### src/msp_defines.svh
/*
 * constants of the major-state sequencer and memory guard
 * assumes: included by bare name, after the package
 */
`ifndef MSP_DEFINES_SVH
`define MSP_DEFINES_SVH

// ----------------------------------------
// instruction word fields
// ----------------------------------------
`define MSP_OP_HI 11
`define MSP_OP_LO 9
`define MSP_INDIRECT_BIT 8
`define MSP_OP_AND 3'h0
`define MSP_OP_ADD 3'h1
`define MSP_OP_INC_SKIP 3'h2
`define MSP_OP_STORE_CLEAR 3'h3
`define MSP_OP_SUB_CALL 3'h4
`define MSP_OP_JUMP 3'h5
`define MSP_OP_IO_XFER 3'h6
`define MSP_OP_OPERATE 3'h7

// ----------------------------------------
// guarded window, octal 7600 to 7777
// ----------------------------------------
`define MSP_GUARD_LO 12'hF80
`define MSP_GUARD_HI 12'hFFF
`define MSP_GUARD_MSB 11
`define MSP_GUARD_LSB 7

// ----------------------------------------
// timing
// ----------------------------------------
`define MSP_CLK_NS 8
`define MSP_CYCLE_NS 1600
`define MSP_CYCLE_CLKS (`MSP_CYCLE_NS / `MSP_CLK_NS)

`endif

### src/msp_pkg.sv
/*
 * types of the major-state sequencer and memory guard
 * assumes: compiled before the module
 */
package msp_pkg;

	// ----------------------------------------
	// major states, index into the one-hot word
	// ----------------------------------------
	typedef enum logic [2:0]
	{
		MSP_FETCH,
		MSP_DEFER,
		MSP_EXEC,
		MSP_COUNT,
		MSP_ADDR,
		MSP_BREAK
	} msp_state_t;

	// ----------------------------------------
	// processor timing levels and pulses
	// ----------------------------------------
	typedef struct packed
	{
		logic time_pulse_one;
		logic time_pulse_two;
		logic time_pulse_three;
		logic time_pulse_four;
		logic time_state_two;
		logic manual_pulse_two;
	} msp_timing_t;

	// ----------------------------------------
	// data-path gate permissions
	// ----------------------------------------
	typedef struct packed
	{
		logic sense_gate_hi;
		logic sense_gate_lo;
		logic sum_register_gate;
		logic switch_register_gate;
		logic carry_insert;
		logic program_counter_load;
	} msp_gate_t;

endpackage

### src/msp_major_state.sv
/*
 * major-state sequencer of a 12-bit processor with a guard on
 * the top 128 words of memory, and a two-entry buffer for
 * incoming data-break words.
 * assumes: time pulses are one-cycle enables from the timing
 * generator; all inputs are synchronous to clk_i.
 */
// Summary of operation
// - with protect key on, octal 7600-7777 in top field is guarded in time state two only; break words drain outside it
// - protect in time state two: key, field enable, address top, alter
// - write alter on store, subroutine call, break data in, store switch
// - increment alter on skip carry, break increments, look or store keys
// - word count state raises protect at start of a 3-cycle break
// - protect sets bad reference at pulse two; run clears at pulse three
// - protect suppresses sense, sum, switch, carry and counter load gates
// - six major states, each one full 1.6 us cycle
// - fetch reads instruction, keeps opcode, increments program counter
// - manual pulse two with go switch sets fetch
// - fetch next only without defer, execute, break or extra cycle
// - defer next from fetch on indirect non io, non operate
// - defer goes to execute except jump; jump returns to fetch
// - execute next from fetch on direct multi-cycle non jump
// - granted program break enters execute after fetch/defer/exec/break
// - execute reads operand, stores sum register, or calls subroutine
// - peripheral marks 3-cycle; count state entered at pulse four
// - count state increments count, flags overflow, then address state
// - address state increments unless inhibited, then break state
// - data-in break moves buffered words via buffer when not guarded, program state untouched
// - break request synchronised at pulse one for both kinds
// - after break: count if 3-cycle, execute if program break, fetch
`timescale 1ns/1ns
`include "msp_defines.svh"

module msp_major_state
#(
	parameter int W = 12,
	parameter int DEPTH = 2
)
(
	// clock and reset
	input wire logic clk_i,
	input wire logic rst_i,
	// timing
	input wire msp_pkg::msp_timing_t timing_i,
	// front panel
	input wire logic go_switch_i,
	input wire logic protect_switch_i,
	input wire logic store_switch_i,
	input wire logic look_switch_i,
	input wire logic single_step_i,
	input wire logic ext_field_enable_i,
	// processor
	input wire logic [11:0] memory_buffer_i,
	input wire logic [11:0] memory_address_i,
	input wire logic extra_cycle_i,
	input wire logic interrupt_grant_i,
	input wire logic count_carry_i,
	// peripheral break control
	input wire logic break_request_i,
	input wire logic three_cycle_i,
	input wire logic increment_inhibit_i,
	input wire logic memory_increment_i,
	input wire logic data_in_i,
	output logic count_overflow_o,
	// break data stream
	input wire logic [W-1:0] brk_data_i,
	input wire logic brk_valid_i,
	output logic brk_ready_o,
	output logic [W-1:0] mem_data_o,
	output logic mem_valid_o,
	input wire logic mem_ready_i,
	// status and gates
	output logic [5:0] state_o,
	output logic [2:0] opcode_o,
	output logic pc_increment_o,
	output logic protect_o,
	output logic bad_reference_flag_o,
	output logic run_clear_o,
	output msp_pkg::msp_gate_t gate_o
);
	import msp_pkg::*;

	function automatic logic op_is(input logic [11:0] word,
		input logic [2:0] op);
		op_is = (word[`MSP_OP_HI:`MSP_OP_LO] == op);
	endfunction

	// ----------------------------------------
	// instruction decode
	// ----------------------------------------
	logic [5:0] state_q, state_d;
	logic st_fetch, st_defer, st_exec, st_count, st_addr, st_break;
	logic indirect, is_jump, io_or_op, multi;
	logic op_store, op_call, op_skip;

	assign st_fetch = state_q[MSP_FETCH];
	assign st_defer = state_q[MSP_DEFER];
	assign st_exec = state_q[MSP_EXEC];
	assign st_count = state_q[MSP_COUNT];
	assign st_addr = state_q[MSP_ADDR];
	assign st_break = state_q[MSP_BREAK];

	assign indirect = memory_buffer_i[`MSP_INDIRECT_BIT];
	assign is_jump = op_is(memory_buffer_i, `MSP_OP_JUMP);
	assign io_or_op = op_is(memory_buffer_i, `MSP_OP_IO_XFER)
		| op_is(memory_buffer_i, `MSP_OP_OPERATE);
	assign multi = ~io_or_op;
	// execute-state operation comes from the held opcode
	assign op_store = (opcode_o == `MSP_OP_STORE_CLEAR);
	assign op_call = (opcode_o == `MSP_OP_SUB_CALL);
	assign op_skip = (opcode_o == `MSP_OP_INC_SKIP);

	// ----------------------------------------
	// break synchroniser
	// ----------------------------------------
	logic brk_sync_q, brk_sync_d, three_q, three_d;

	always_comb
	begin
		brk_sync_d = brk_sync_q;
		three_d = three_q;
		if (timing_i.time_pulse_one)
		begin
			brk_sync_d = break_request_i;
			three_d = three_cycle_i;
		end
	end

	always_ff @(posedge clk_i)
	begin
		if (rst_i)
		begin
			brk_sync_q <= 1'b0;
			three_q <= 1'b0;
		end
		else
		begin
			brk_sync_q <= brk_sync_d;
			three_q <= three_d;
		end
	end

	// ----------------------------------------
	// next major state
	// ----------------------------------------
	logic defer_next, exec_instr, instr_done, break_ok, fetch_next;
	logic count_next, go_pulse;

	assign go_pulse = timing_i.manual_pulse_two & go_switch_i;
	assign defer_next = st_fetch & indirect & multi;
	assign exec_instr = (st_fetch & ~indirect & multi & ~is_jump)
		| (st_defer & ~(opcode_o == `MSP_OP_JUMP));
	assign instr_done = ~defer_next & ~exec_instr & ~extra_cycle_i;
	assign break_ok = brk_sync_q & instr_done & ~st_count & ~st_addr;
	assign count_next = break_ok & three_q;
	assign fetch_next = instr_done & ~break_ok & ~interrupt_grant_i;

	always_comb
	begin
		state_d = state_q;
		if (go_pulse)
		begin
			state_d = '0;
			state_d[MSP_FETCH] = 1'b1;
		end
		else if (timing_i.time_pulse_four)
		begin
			state_d = '0;
			if (st_count)
				state_d[MSP_ADDR] = 1'b1;
			else if (st_addr)
				state_d[MSP_BREAK] = 1'b1;
			else if (defer_next)
				state_d[MSP_DEFER] = 1'b1;
			else if (exec_instr)
				state_d[MSP_EXEC] = 1'b1;
			else if (count_next)
				state_d[MSP_COUNT] = 1'b1;
			else if (break_ok)
				state_d[MSP_BREAK] = 1'b1;
			else if (interrupt_grant_i)
				state_d[MSP_EXEC] = 1'b1;
			else if (fetch_next)
				state_d[MSP_FETCH] = 1'b1;
			else
				state_d = state_q; // extra cycle holds the state
		end
	end

	always_ff @(posedge clk_i)
	begin
		if (rst_i)
			state_q <= 6'h01;
		else
			state_q <= state_d;
	end

	assign state_o = state_q;

	// ----------------------------------------
	// memory guard
	// ----------------------------------------
	logic write_alter_level, increment_alter_level, guard_top, carry_req;

	assign write_alter_level = (st_exec & (op_store | op_call))
		| (st_break & data_in_i) | store_switch_i;
	assign carry_req = (st_exec & op_skip)
		| (st_addr & ~increment_inhibit_i)
		| ((st_break | st_count) & memory_increment_i);
	assign increment_alter_level = carry_req | look_switch_i
		| store_switch_i;
	assign guard_top =
		&memory_address_i[`MSP_GUARD_MSB:`MSP_GUARD_LSB];
	assign protect_o = timing_i.time_state_two & protect_switch_i
		& ext_field_enable_i & guard_top
		& (write_alter_level | increment_alter_level | st_count);

	always_comb
	begin
		gate_o.sense_gate_hi = ~protect_o;
		gate_o.sense_gate_lo = ~protect_o;
		gate_o.sum_register_gate = st_exec & op_store & ~protect_o;
		gate_o.switch_register_gate = store_switch_i & ~protect_o;
		gate_o.carry_insert = carry_req & ~protect_o;
		gate_o.program_counter_load = st_exec & op_call & ~protect_o;
	end

	// ----------------------------------------
	// flags, opcode and pulses
	// ----------------------------------------
	logic bad_ref_d, run_clear_d, overflow_d, pc_inc_d;
	logic [2:0] opcode_d;

	always_comb
	begin
		bad_ref_d = bad_reference_flag_o;
		opcode_d = opcode_o;
		if (go_pulse)
			bad_ref_d = 1'b0;
		if (protect_o & timing_i.time_pulse_two)
			bad_ref_d = 1'b1;
		if (st_fetch & timing_i.time_pulse_two)
			opcode_d = memory_buffer_i[`MSP_OP_HI:`MSP_OP_LO];
		run_clear_d = timing_i.time_pulse_three
			& (bad_reference_flag_o | single_step_i);
		overflow_d = st_count & count_carry_i & timing_i.time_pulse_three;
		pc_inc_d = st_fetch & timing_i.time_pulse_three;
	end

	always_ff @(posedge clk_i)
	begin
		if (rst_i)
		begin
			bad_reference_flag_o <= 1'b0;
			opcode_o <= 3'h0;
			run_clear_o <= 1'b0;
			count_overflow_o <= 1'b0;
			pc_increment_o <= 1'b0;
		end
		else
		begin
			bad_reference_flag_o <= bad_ref_d;
			opcode_o <= opcode_d;
			run_clear_o <= run_clear_d;
			count_overflow_o <= overflow_d;
			pc_increment_o <= pc_inc_d;
		end
	end

	// ----------------------------------------
	// break data buffer
	// ----------------------------------------
	localparam int PW = $clog2(DEPTH);
	logic [W-1:0] buf_q [DEPTH];
	logic [PW-1:0] wr_q, wr_d, rd_q, rd_d;
	logic [PW:0] cnt_q, cnt_d;
	logic push, pop;

	assign brk_ready_o = (cnt_q != DEPTH[PW:0]);
	// words leave only in a break state that is not guarded
	assign mem_valid_o = (cnt_q != '0) & st_break & data_in_i
		& ~protect_o;
	assign mem_data_o = buf_q[rd_q];
	assign push = brk_valid_i & brk_ready_o;
	assign pop = mem_valid_o & mem_ready_i;

	always_comb
	begin
		wr_d = wr_q;
		rd_d = rd_q;
		cnt_d = cnt_q;
		if (push)
			wr_d = (wr_q == PW'(DEPTH - 1)) ? '0 : wr_q + 1'b1;
		if (pop)
			rd_d = (rd_q == PW'(DEPTH - 1)) ? '0 : rd_q + 1'b1;
		if (push & ~pop)
			cnt_d = cnt_q + 1'b1;
		else if (pop & ~push)
			cnt_d = cnt_q - 1'b1;
	end

	always_ff @(posedge clk_i)
	begin
		if (rst_i)
		begin
			wr_q <= '0;
			rd_q <= '0;
			cnt_q <= '0;
		end
		else
		begin
			wr_q <= wr_d;
			rd_q <= rd_d;
			cnt_q <= cnt_d;
		end
		if (push)
			buf_q[wr_q] <= brk_data_i;
	end
endmodule

### config.mk
export PLATFORM = sky130hd
export DESIGN_NAME = msp_major_state
export DESIGN_NICKNAME = d
export VERILOG_FILES = /design/src/msp_pkg.sv /design/src/msp_major_state.sv
export VERILOG_INCLUDE_DIRS = /design/src /design/src/src
export SDC_FILE = /design/constraint.sdc
export NUM_CORES = 1
export LEC_CHECK = 0
export BUFFER_PORTS_ARGS = -buffer_cell sky130_fd_sc_hd__buf_2
export CAP_MARGIN = 20
export CORE_MARGIN = 4
export CORE_UTILIZATION = 45
export CTS_CLUSTER_SIZE = 30
export DETAILED_ROUTE_END_ITERATION = 8
export GPL_TIMING_DRIVEN = 0
export PLACE_DENSITY_LB_ADDON = 0.2
export SLEW_MARGIN = 20
export SYNTH_ARGS = -nofsm -noshare
export SYNTH_HDL_FRONTEND = slang
export SYNTH_SLANG_ARGS = --single-unit
### constraint.sdc
create_clock -name clk_i -period 1.7 [get_ports clk_i]
set_input_delay 0.085 -clock clk_i [delete_from_list [all_inputs] [get_ports clk_i]]
set_output_delay 0.085 -clock clk_i [all_outputs]
set_load 0.05 [all_outputs]
After elaboration in Yosys (flattened, before gate mapping)
Memory sizes are Yosys's and may differ from the RTL's. A register that Yosys moved wholly into a read port is not among the register bits.
Cells that the tools add are included.
{ "classes": {"n_addsub": 4, "mul": 0, "n_div": 0, "order_cmp": 0, "n_eq_ne": 9, "n_shift": 0, "mux": 49, "bitwise_logic": 71, "reduce_logical": 6} }
{ "op_table": {"columns": ["cell", "count"], "rows": [
  ["2-to-1 mux 5 bit", 19],
  ["AND 1 bit", 43],
  ["2-to-1 mux 1 bit", 18],
  ["equality test 3 bit (second input constant)", 5],
  ["2-to-1 mux 3 bit", 5],
  ["NOT 1 bit", 15],
  ["bitwise OR 1 bit", 13],
  ["2-to-1 mux 2 bit", 5],
  ["!= test 10 x 1 -> 1 bit (second input constant)", 1],
  ["2-to-1 mux 4 bit", 2],
  ["equality test 3 x 2 -> 1 bit (second input constant)", 2],
  ["nonzero test 2 bit", 3],
  ["AND reduction 5 bit", 1],
  ["adder 1 bit (second input constant)", 2],
  ["adder 2 x 1 -> 2 bit (second input constant)", 1],
  ["!= test 2 bit (second input constant)", 1],
  ["AND reduction 2 bit", 1],
  ["OR reduction 2 bit", 1],
  ["subtractor 2 x 1 -> 2 bit (second input constant)", 1]
]} }
{ "word_totals": {"register_bits": 19, "latch_bits": 0, "mem_bits_rw": 24, "mem_bits_ro": 0, "inputBits": 60, "n_memories": 1} }
{ "memory_table": {"columns": ["name", "words", "word_bits", "read_ports", "rd_ports_with_merged_regs", "write_ports", "line_no", "rtl"], "rows": [
  ["buf_q", 2, 12, 1, 1, 1, "msp_major_state.sv:274", "logic [W-1:0] buf_q [DEPTH];"]
]} }

Depth between registers and ports, before layout
{ "depth": {"depth_word": 41, "mapped_depth": 7, "depth_no_buf": 7} }

Worst setup path after synthesis
No wires, ideal clock.
{ "synth_timing": {"path_kind": "flip-flop to output port", "start": "register opcode_o[0]", "end": "output gate_o[0] in the netlist's numbering", "arrival_time_ns": 2.992, "required_ns": 1.615, "slack_ns": -1.377, "path_stages_with_launch": 7, "path_cell_list": "dfxtp_1 > nand2b_1 > o21ai_1 > a21oi_1 > a41o_1 > inv_2 > nor3_1"} }
{ "synth_lines": {"columns": ["item", "line_no", "rtl"], "rows": [
  ["start, declared", "msp_major_state.sv:74", "output logic [2:0] opcode_o,"],
  ["start signal, assigned", "msp_major_state.sv:263", "opcode_o <= opcode_d;"],
  ["end, declared", "msp_major_state.sv:79", "output msp_pkg::msp_gate_t gate_o"]
]} }

==> report_table.html <==
<table>
<tr><th>Metric</th><th>Value</th></tr>
<tr><th colspan="2">Status</th></tr>
<tr><td>Status</td><td>finished with violations</td></tr>
<tr><td>Failing checks</td><td>setup timing</td></tr>
<tr><th colspan="2">STA</th></tr>
<tr><td>Clk_skew</td><td>0.00507 ns</td></tr>
<tr><td>Crit share post-route</td><td>104%</td></tr>
<tr><td>Number of slew-limit violations in the final report</td><td>0</td></tr>
<tr><td>Maximum frequency from static timing analysis</td><td>about 560 MHz</td></tr>
<tr><td>Minimum setup slack in the final design</td><td>-0.0738 ns</td></tr>
<tr><td>Tightest slew margin relative to the limit</td><td>approximately 57%</td></tr>
<tr><td>Final Critical Period</td><td>between 1.5 and 2 ns</td></tr>
<tr><td>Hold violation total from the final report</td><td>0</td></tr>
<tr><td>RSZ-0062 raised after global routing</td><td>yes</td></tr>
<tr><td>Slew at the pin with the worst max-slew slack</td><td>around 0.65 ns</td></tr>
<tr><td>Setup-failing EPs final</td><td>2</td></tr>
<tr><th colspan="2">Final layout</th></tr>
<tr><td>Area growth from synthesis to layout</td><td>46.1%</td></tr>
<tr><td>Number of filler instances in the final layout</td><td>~310</td></tr>
<tr><td>Antenna diode count</td><td>0</td></tr>
<tr><td>Fraction of final layout cells with drive strength greater than 1</td><td>a little over 50%</td></tr>
<tr><td>Net count, final</td><td>around 330</td></tr>
<tr><td>Post-route cell area</td><td>2760 um^2</td></tr>
<tr><th colspan="2">Routing</th></tr>
<tr><td>1st-pass router iterations</td><td>4</td></tr>
<tr><td>Antenna-violating nets left</td><td>0</td></tr>
<tr><td>DR DRC count</td><td>0</td></tr>
<tr><td>Initial DRC count</td><td>69</td></tr>
<tr><td>Via total after detailed routing</td><td>approximately 1,600</td></tr>
<tr><td>Wire length reported by the detailed router</td><td>~4.4 mm</td></tr>
<tr><td>Via count normalized by instance count</td><td>4.99</td></tr>
<tr><td>DR WL/cell</td><td>between 10 and 15 um</td></tr>
<tr><th colspan="2">Floorplanning</th></tr>
<tr><td>Total die area</td><td>about 5300 um^2</td></tr>
<tr><td>Initial cell density of the core</td><td>around 47%</td></tr>
<tr><td>Die width</td><td>roughly 73 um</td></tr>
<tr><td>Std-Cell Rows</td><td>23</td></tr>
<tr><td>Core region area</td><td>between 4000 and 5000 um^2</td></tr>
<tr><td>Die extent in y</td><td>around 73 um</td></tr>
<tr><td>Top-level I/O count</td><td>94</td></tr>
<tr><th colspan="2">Place</th></tr>
<tr><td>Routability congestion estimate</td><td>just over 0.8</td></tr>
<tr><td>IO Port Bufs</td><td>78</td></tr>
<tr><td>HPWL after detailed placement</td><td>3.20 mm</td></tr>
<tr><td>DP Area</td><td>2390 um^2</td></tr>
<tr><th colspan="2">GRT</th></tr>
<tr><td>Global-route usage over all layers</td><td>~18%</td></tr>
<tr><td>Leftover overflow at the end of global routing</td><td>0</td></tr>
<tr><td>Vias in the first global route</td><td>1,542</td></tr>
<tr><td>Pin count of the biggest net entering global routing</td><td>13</td></tr>
<tr><td>Global-route wire length before repair</td><td>7.05 mm</td></tr>
<tr><td>Antenna violations before repair</td><td>0</td></tr>
<tr><th colspan="2">Yosys</th></tr>
<tr><td>EDFF count, synth</td><td>24</td></tr>
<tr><td>Ranking of synthesized cells by instance count</td><td>edfxtp_1 (24), dfxtp_1 (20), nor2_1 (18), mux2_2 (12), nand2_1 (9)</td></tr>
<tr><td>Async SR Flop Fraction</td><td>0%</td></tr>
<tr><td>Synthesized flop and latch total</td><td>44</td></tr>
<tr><td>Sequential fraction of the synthesis area</td><td>between 50% and 60%</td></tr>
<tr><td>Syn nets</td><td>about 220</td></tr>
<tr><td>Yosys cell types</td><td>40</td></tr>
<tr><td>Top cells by area, synth</td><td>edfxtp_1 (38%), dfxtp_1 (21%), mux2_2 (7.2%), nor2_1 (3.6%), a21oi_1 (2.1%)</td></tr>
<tr><td>Yosys top cell by area</td><td>edfxtp_1</td></tr>
<tr><td>Top FF cell, synth</td><td>edfxtp_1</td></tr>
<tr><td>Post-synthesis cell count</td><td>approximately 160</td></tr>
<tr><td>Mean instance size in the synthesized netlist</td><td>about 12 um^2</td></tr>
<tr><td>Count leader, synth</td><td>edfxtp_1</td></tr>
<tr><td>Syn Std Cell Area</td><td>1890 um^2</td></tr>
<tr><td>Post-synth top area share</td><td>38.2%</td></tr>
<tr><td>Count of warnings emitted by yosys</td><td>0</td></tr>
<tr><th colspan="2">CTS</th></tr>
<tr><td>Number of clock sinks</td><td>44</td></tr>
<tr><td>Clock tree from TritonCTS</td><td>built</td></tr>
<tr><td>Master cell of the clock root buffer</td><td>clkbuf_8</td></tr>
<tr><td>Cts bufs inserted</td><td>5</td></tr>
<tr><td>Max clock buf depth</td><td>2</td></tr>
<tr><td>Clk slew on worst S/H paths</td><td>0.07 ns</td></tr>
<tr><td>Max H-tree Level</td><td>2</td></tr>
<tr><td>Clock insertion delay at the later pin of the skew report</td><td>~0.29 ns</td></tr>
<tr><th colspan="2">Job</th></tr>
<tr><td>Max cap viols</td><td>0</td></tr>
<tr><th colspan="2">Worst setup path</th></tr>
<tr><td>Type of element launching the critical path</td><td>flip-flop</td></tr>
<tr><td>Worst-case register-to-register setup slack</td><td>about 0.09 ns</td></tr>
<tr><td>Start point of the critical path</td><td>opcode_o[2]</td></tr>
<tr><td>Kind of capture point of the worst setup path</td><td>output pin</td></tr>
<tr><td>Peak fanout along the critical path</td><td>5</td></tr>
<tr><td>Type of the worst setup path</td><td>flip-flop to output pin</td></tr>
<tr><td>Origin of the critical flop-to-flop path</td><td>state_o[5]</td></tr>
<tr><td>Worst-case reg-to-reg path depth</td><td>7</td></tr>
<tr><td>Endpoint arrival time on the critical path</td><td>1.69 ns</td></tr>
<tr><td>Data required time of the worst path</td><td>~1.6 ns</td></tr>
<tr><td>Endpoint of the worst register-to-register path</td><td>cnt_q[1]</td></tr>
<tr><th colspan="2">Hold path</th></tr>
<tr><td>End of the worst hold path</td><td>brk_sync_q</td></tr>
<tr><td>Class of the tightest hold or removal check</td><td>primary input to flip-flop</td></tr>
<tr><td>HP Start</td><td>break_request_i</td></tr>
<tr><td>Hold Path Depth</td><td>3</td></tr>
<tr><th colspan="2">Power</th></tr>
<tr><td>Leak Pwr</td><td>between 0.001 and 0.0015 uW</td></tr>
<tr><td>Pwr Density</td><td>just under 900 nW/um^2</td></tr>
<tr><td>VDD IR-drop max</td><td>between 0.0004 and 0.0005 V</td></tr>
<tr><td>Post-route total power</td><td>roughly 2400 uW</td></tr>
</table>
-- worst max path at each step --
stage                           end  slack (ns)  cells past startpoint
after global routing      gate_o[0]       -0.15                      7
after global placement    gate_o[0]        0.02                      7
after CTS                 gate_o[0]       -0.07                      7
after floorplan           gate_o[0]       -0.30                      6
after detailed placement  gate_o[0]        0.03                      7
final                     gate_o[0]       -0.07                      7
-- layer usage --
layer  share of wire (%)  global-route usage [%]  vias up
met2                  48                    28.9       50
li1                    -                       -      796
met3                 6.7                    5.10       10
met4                 2.4                    7.17        0
met1                  43                    21.6      730
met5                   0                       0        -
-- registers in the layout, summed over array words and instances (netlist names), 2 cells and up, named ones only --
| register | flops |
|---|---|
| buf_q | 24 |
| cnt_q | 2 |
| opcode_o | 3 |
| state_o | 6 |
-- timing repair --
| item | in CTS | in global routing |
|---|---|---|
| hold buffers | 13 | 0 |
| setup endpoints to repair | 15 | 10 |
| hold endpoints to repair | 24 | 0 |
| pin swaps | 4 | 3 |
| setup buffers | 4 | 3 |
| gates resized for setup | 17 | 12 |
-- per-stage QoR --
stage	instances	util [%]	setup TNS (ns)	hold WS, ns	setup WS (ns)
floorplan	163	-	-0.409	0.184	-0.304
detailed placement	291	59.3	0	0.279	0.0350
global route	318	68.4	-0.579	0.0392	-0.154
CTS	315	66.7	-0.107	0.0221	-0.0746
global placement	291	59.3	0	0.274	0.0190
finish	318	68.4	-0.0906	0.0220	-0.0738
-- where the power goes --
part	switching, uW	internal (uW)	leakage, uW
clock network	325	279	0.0000410
logic	342	200	0.000739
registers	41.5	1210	0.000392
-- kinds of logic after synthesis --
family	Yosys count	synth area share [%]
AO/OA/AOI/OAI	24	9.42
XOR/XNOR	4	1.86
adder cells (fa/ha/maj)	1	0.663
multiplexers	16	9.29
buffers and inverters	12	2.99
flip-flops	44	59.5
AND/OR/NAND/NOR	62	16.3
-- worst max-delay path: stages (launching register included) --
cell,delay [ns]
dfxtp_4,0.37
nand2b_4,0.15
o21ai_2,0.06
a21oi_2,0.14
a41o_4,0.29
inv_4,0.05
nor3_4,0.16
buf_6,0.18
-- cell usage in the layout, fill, tap and decap left out, types with 2 or more instances in the layout --
cell	netlist	routed
nand3_1	8	7
inv_1	6	6
and2_1	3	2
buf_2	0	75
dlygate4sd3_1	0	13
edfxtp_1	24	24
xor2_1	4	4
nand2b_1	6	2
and3_1	2	2
buf_4	1	7
dfxtp_2	0	5
mux2i_1	4	4
nor3_1	4	2
mux2_2	12	12
dfxtp_1	20	11
nand4_1	3	3
nor2_1	18	17
o21ai_0	3	2
nand2b_4	0	4
buf_8	0	3
clkbuf_8	0	5
a21oi_1	8	7
o21ai_1	3	2
o41ai_1	2	2
nor2b_1	2	2
dfxtp_4	0	4
nand2_1	9	9
clkbuf_1	2	3
buf_6	1	3
o21ai_2	0	2
-- layout make-up --
class                   count  area, um^2  area share, %
flip-flops and latches     44        1140           41.5
multi-input cells         107         800           29.0
repair buffers             98         613           22.3
clock buffers               6        72.6           2.63
well taps                  50        62.6           2.27
plain buffers               5        31.3           1.14
inverters                   7        28.8           1.04
clock inverters             1        5.00          0.182
Note: power is estimated with default switching activity, not from simulation.
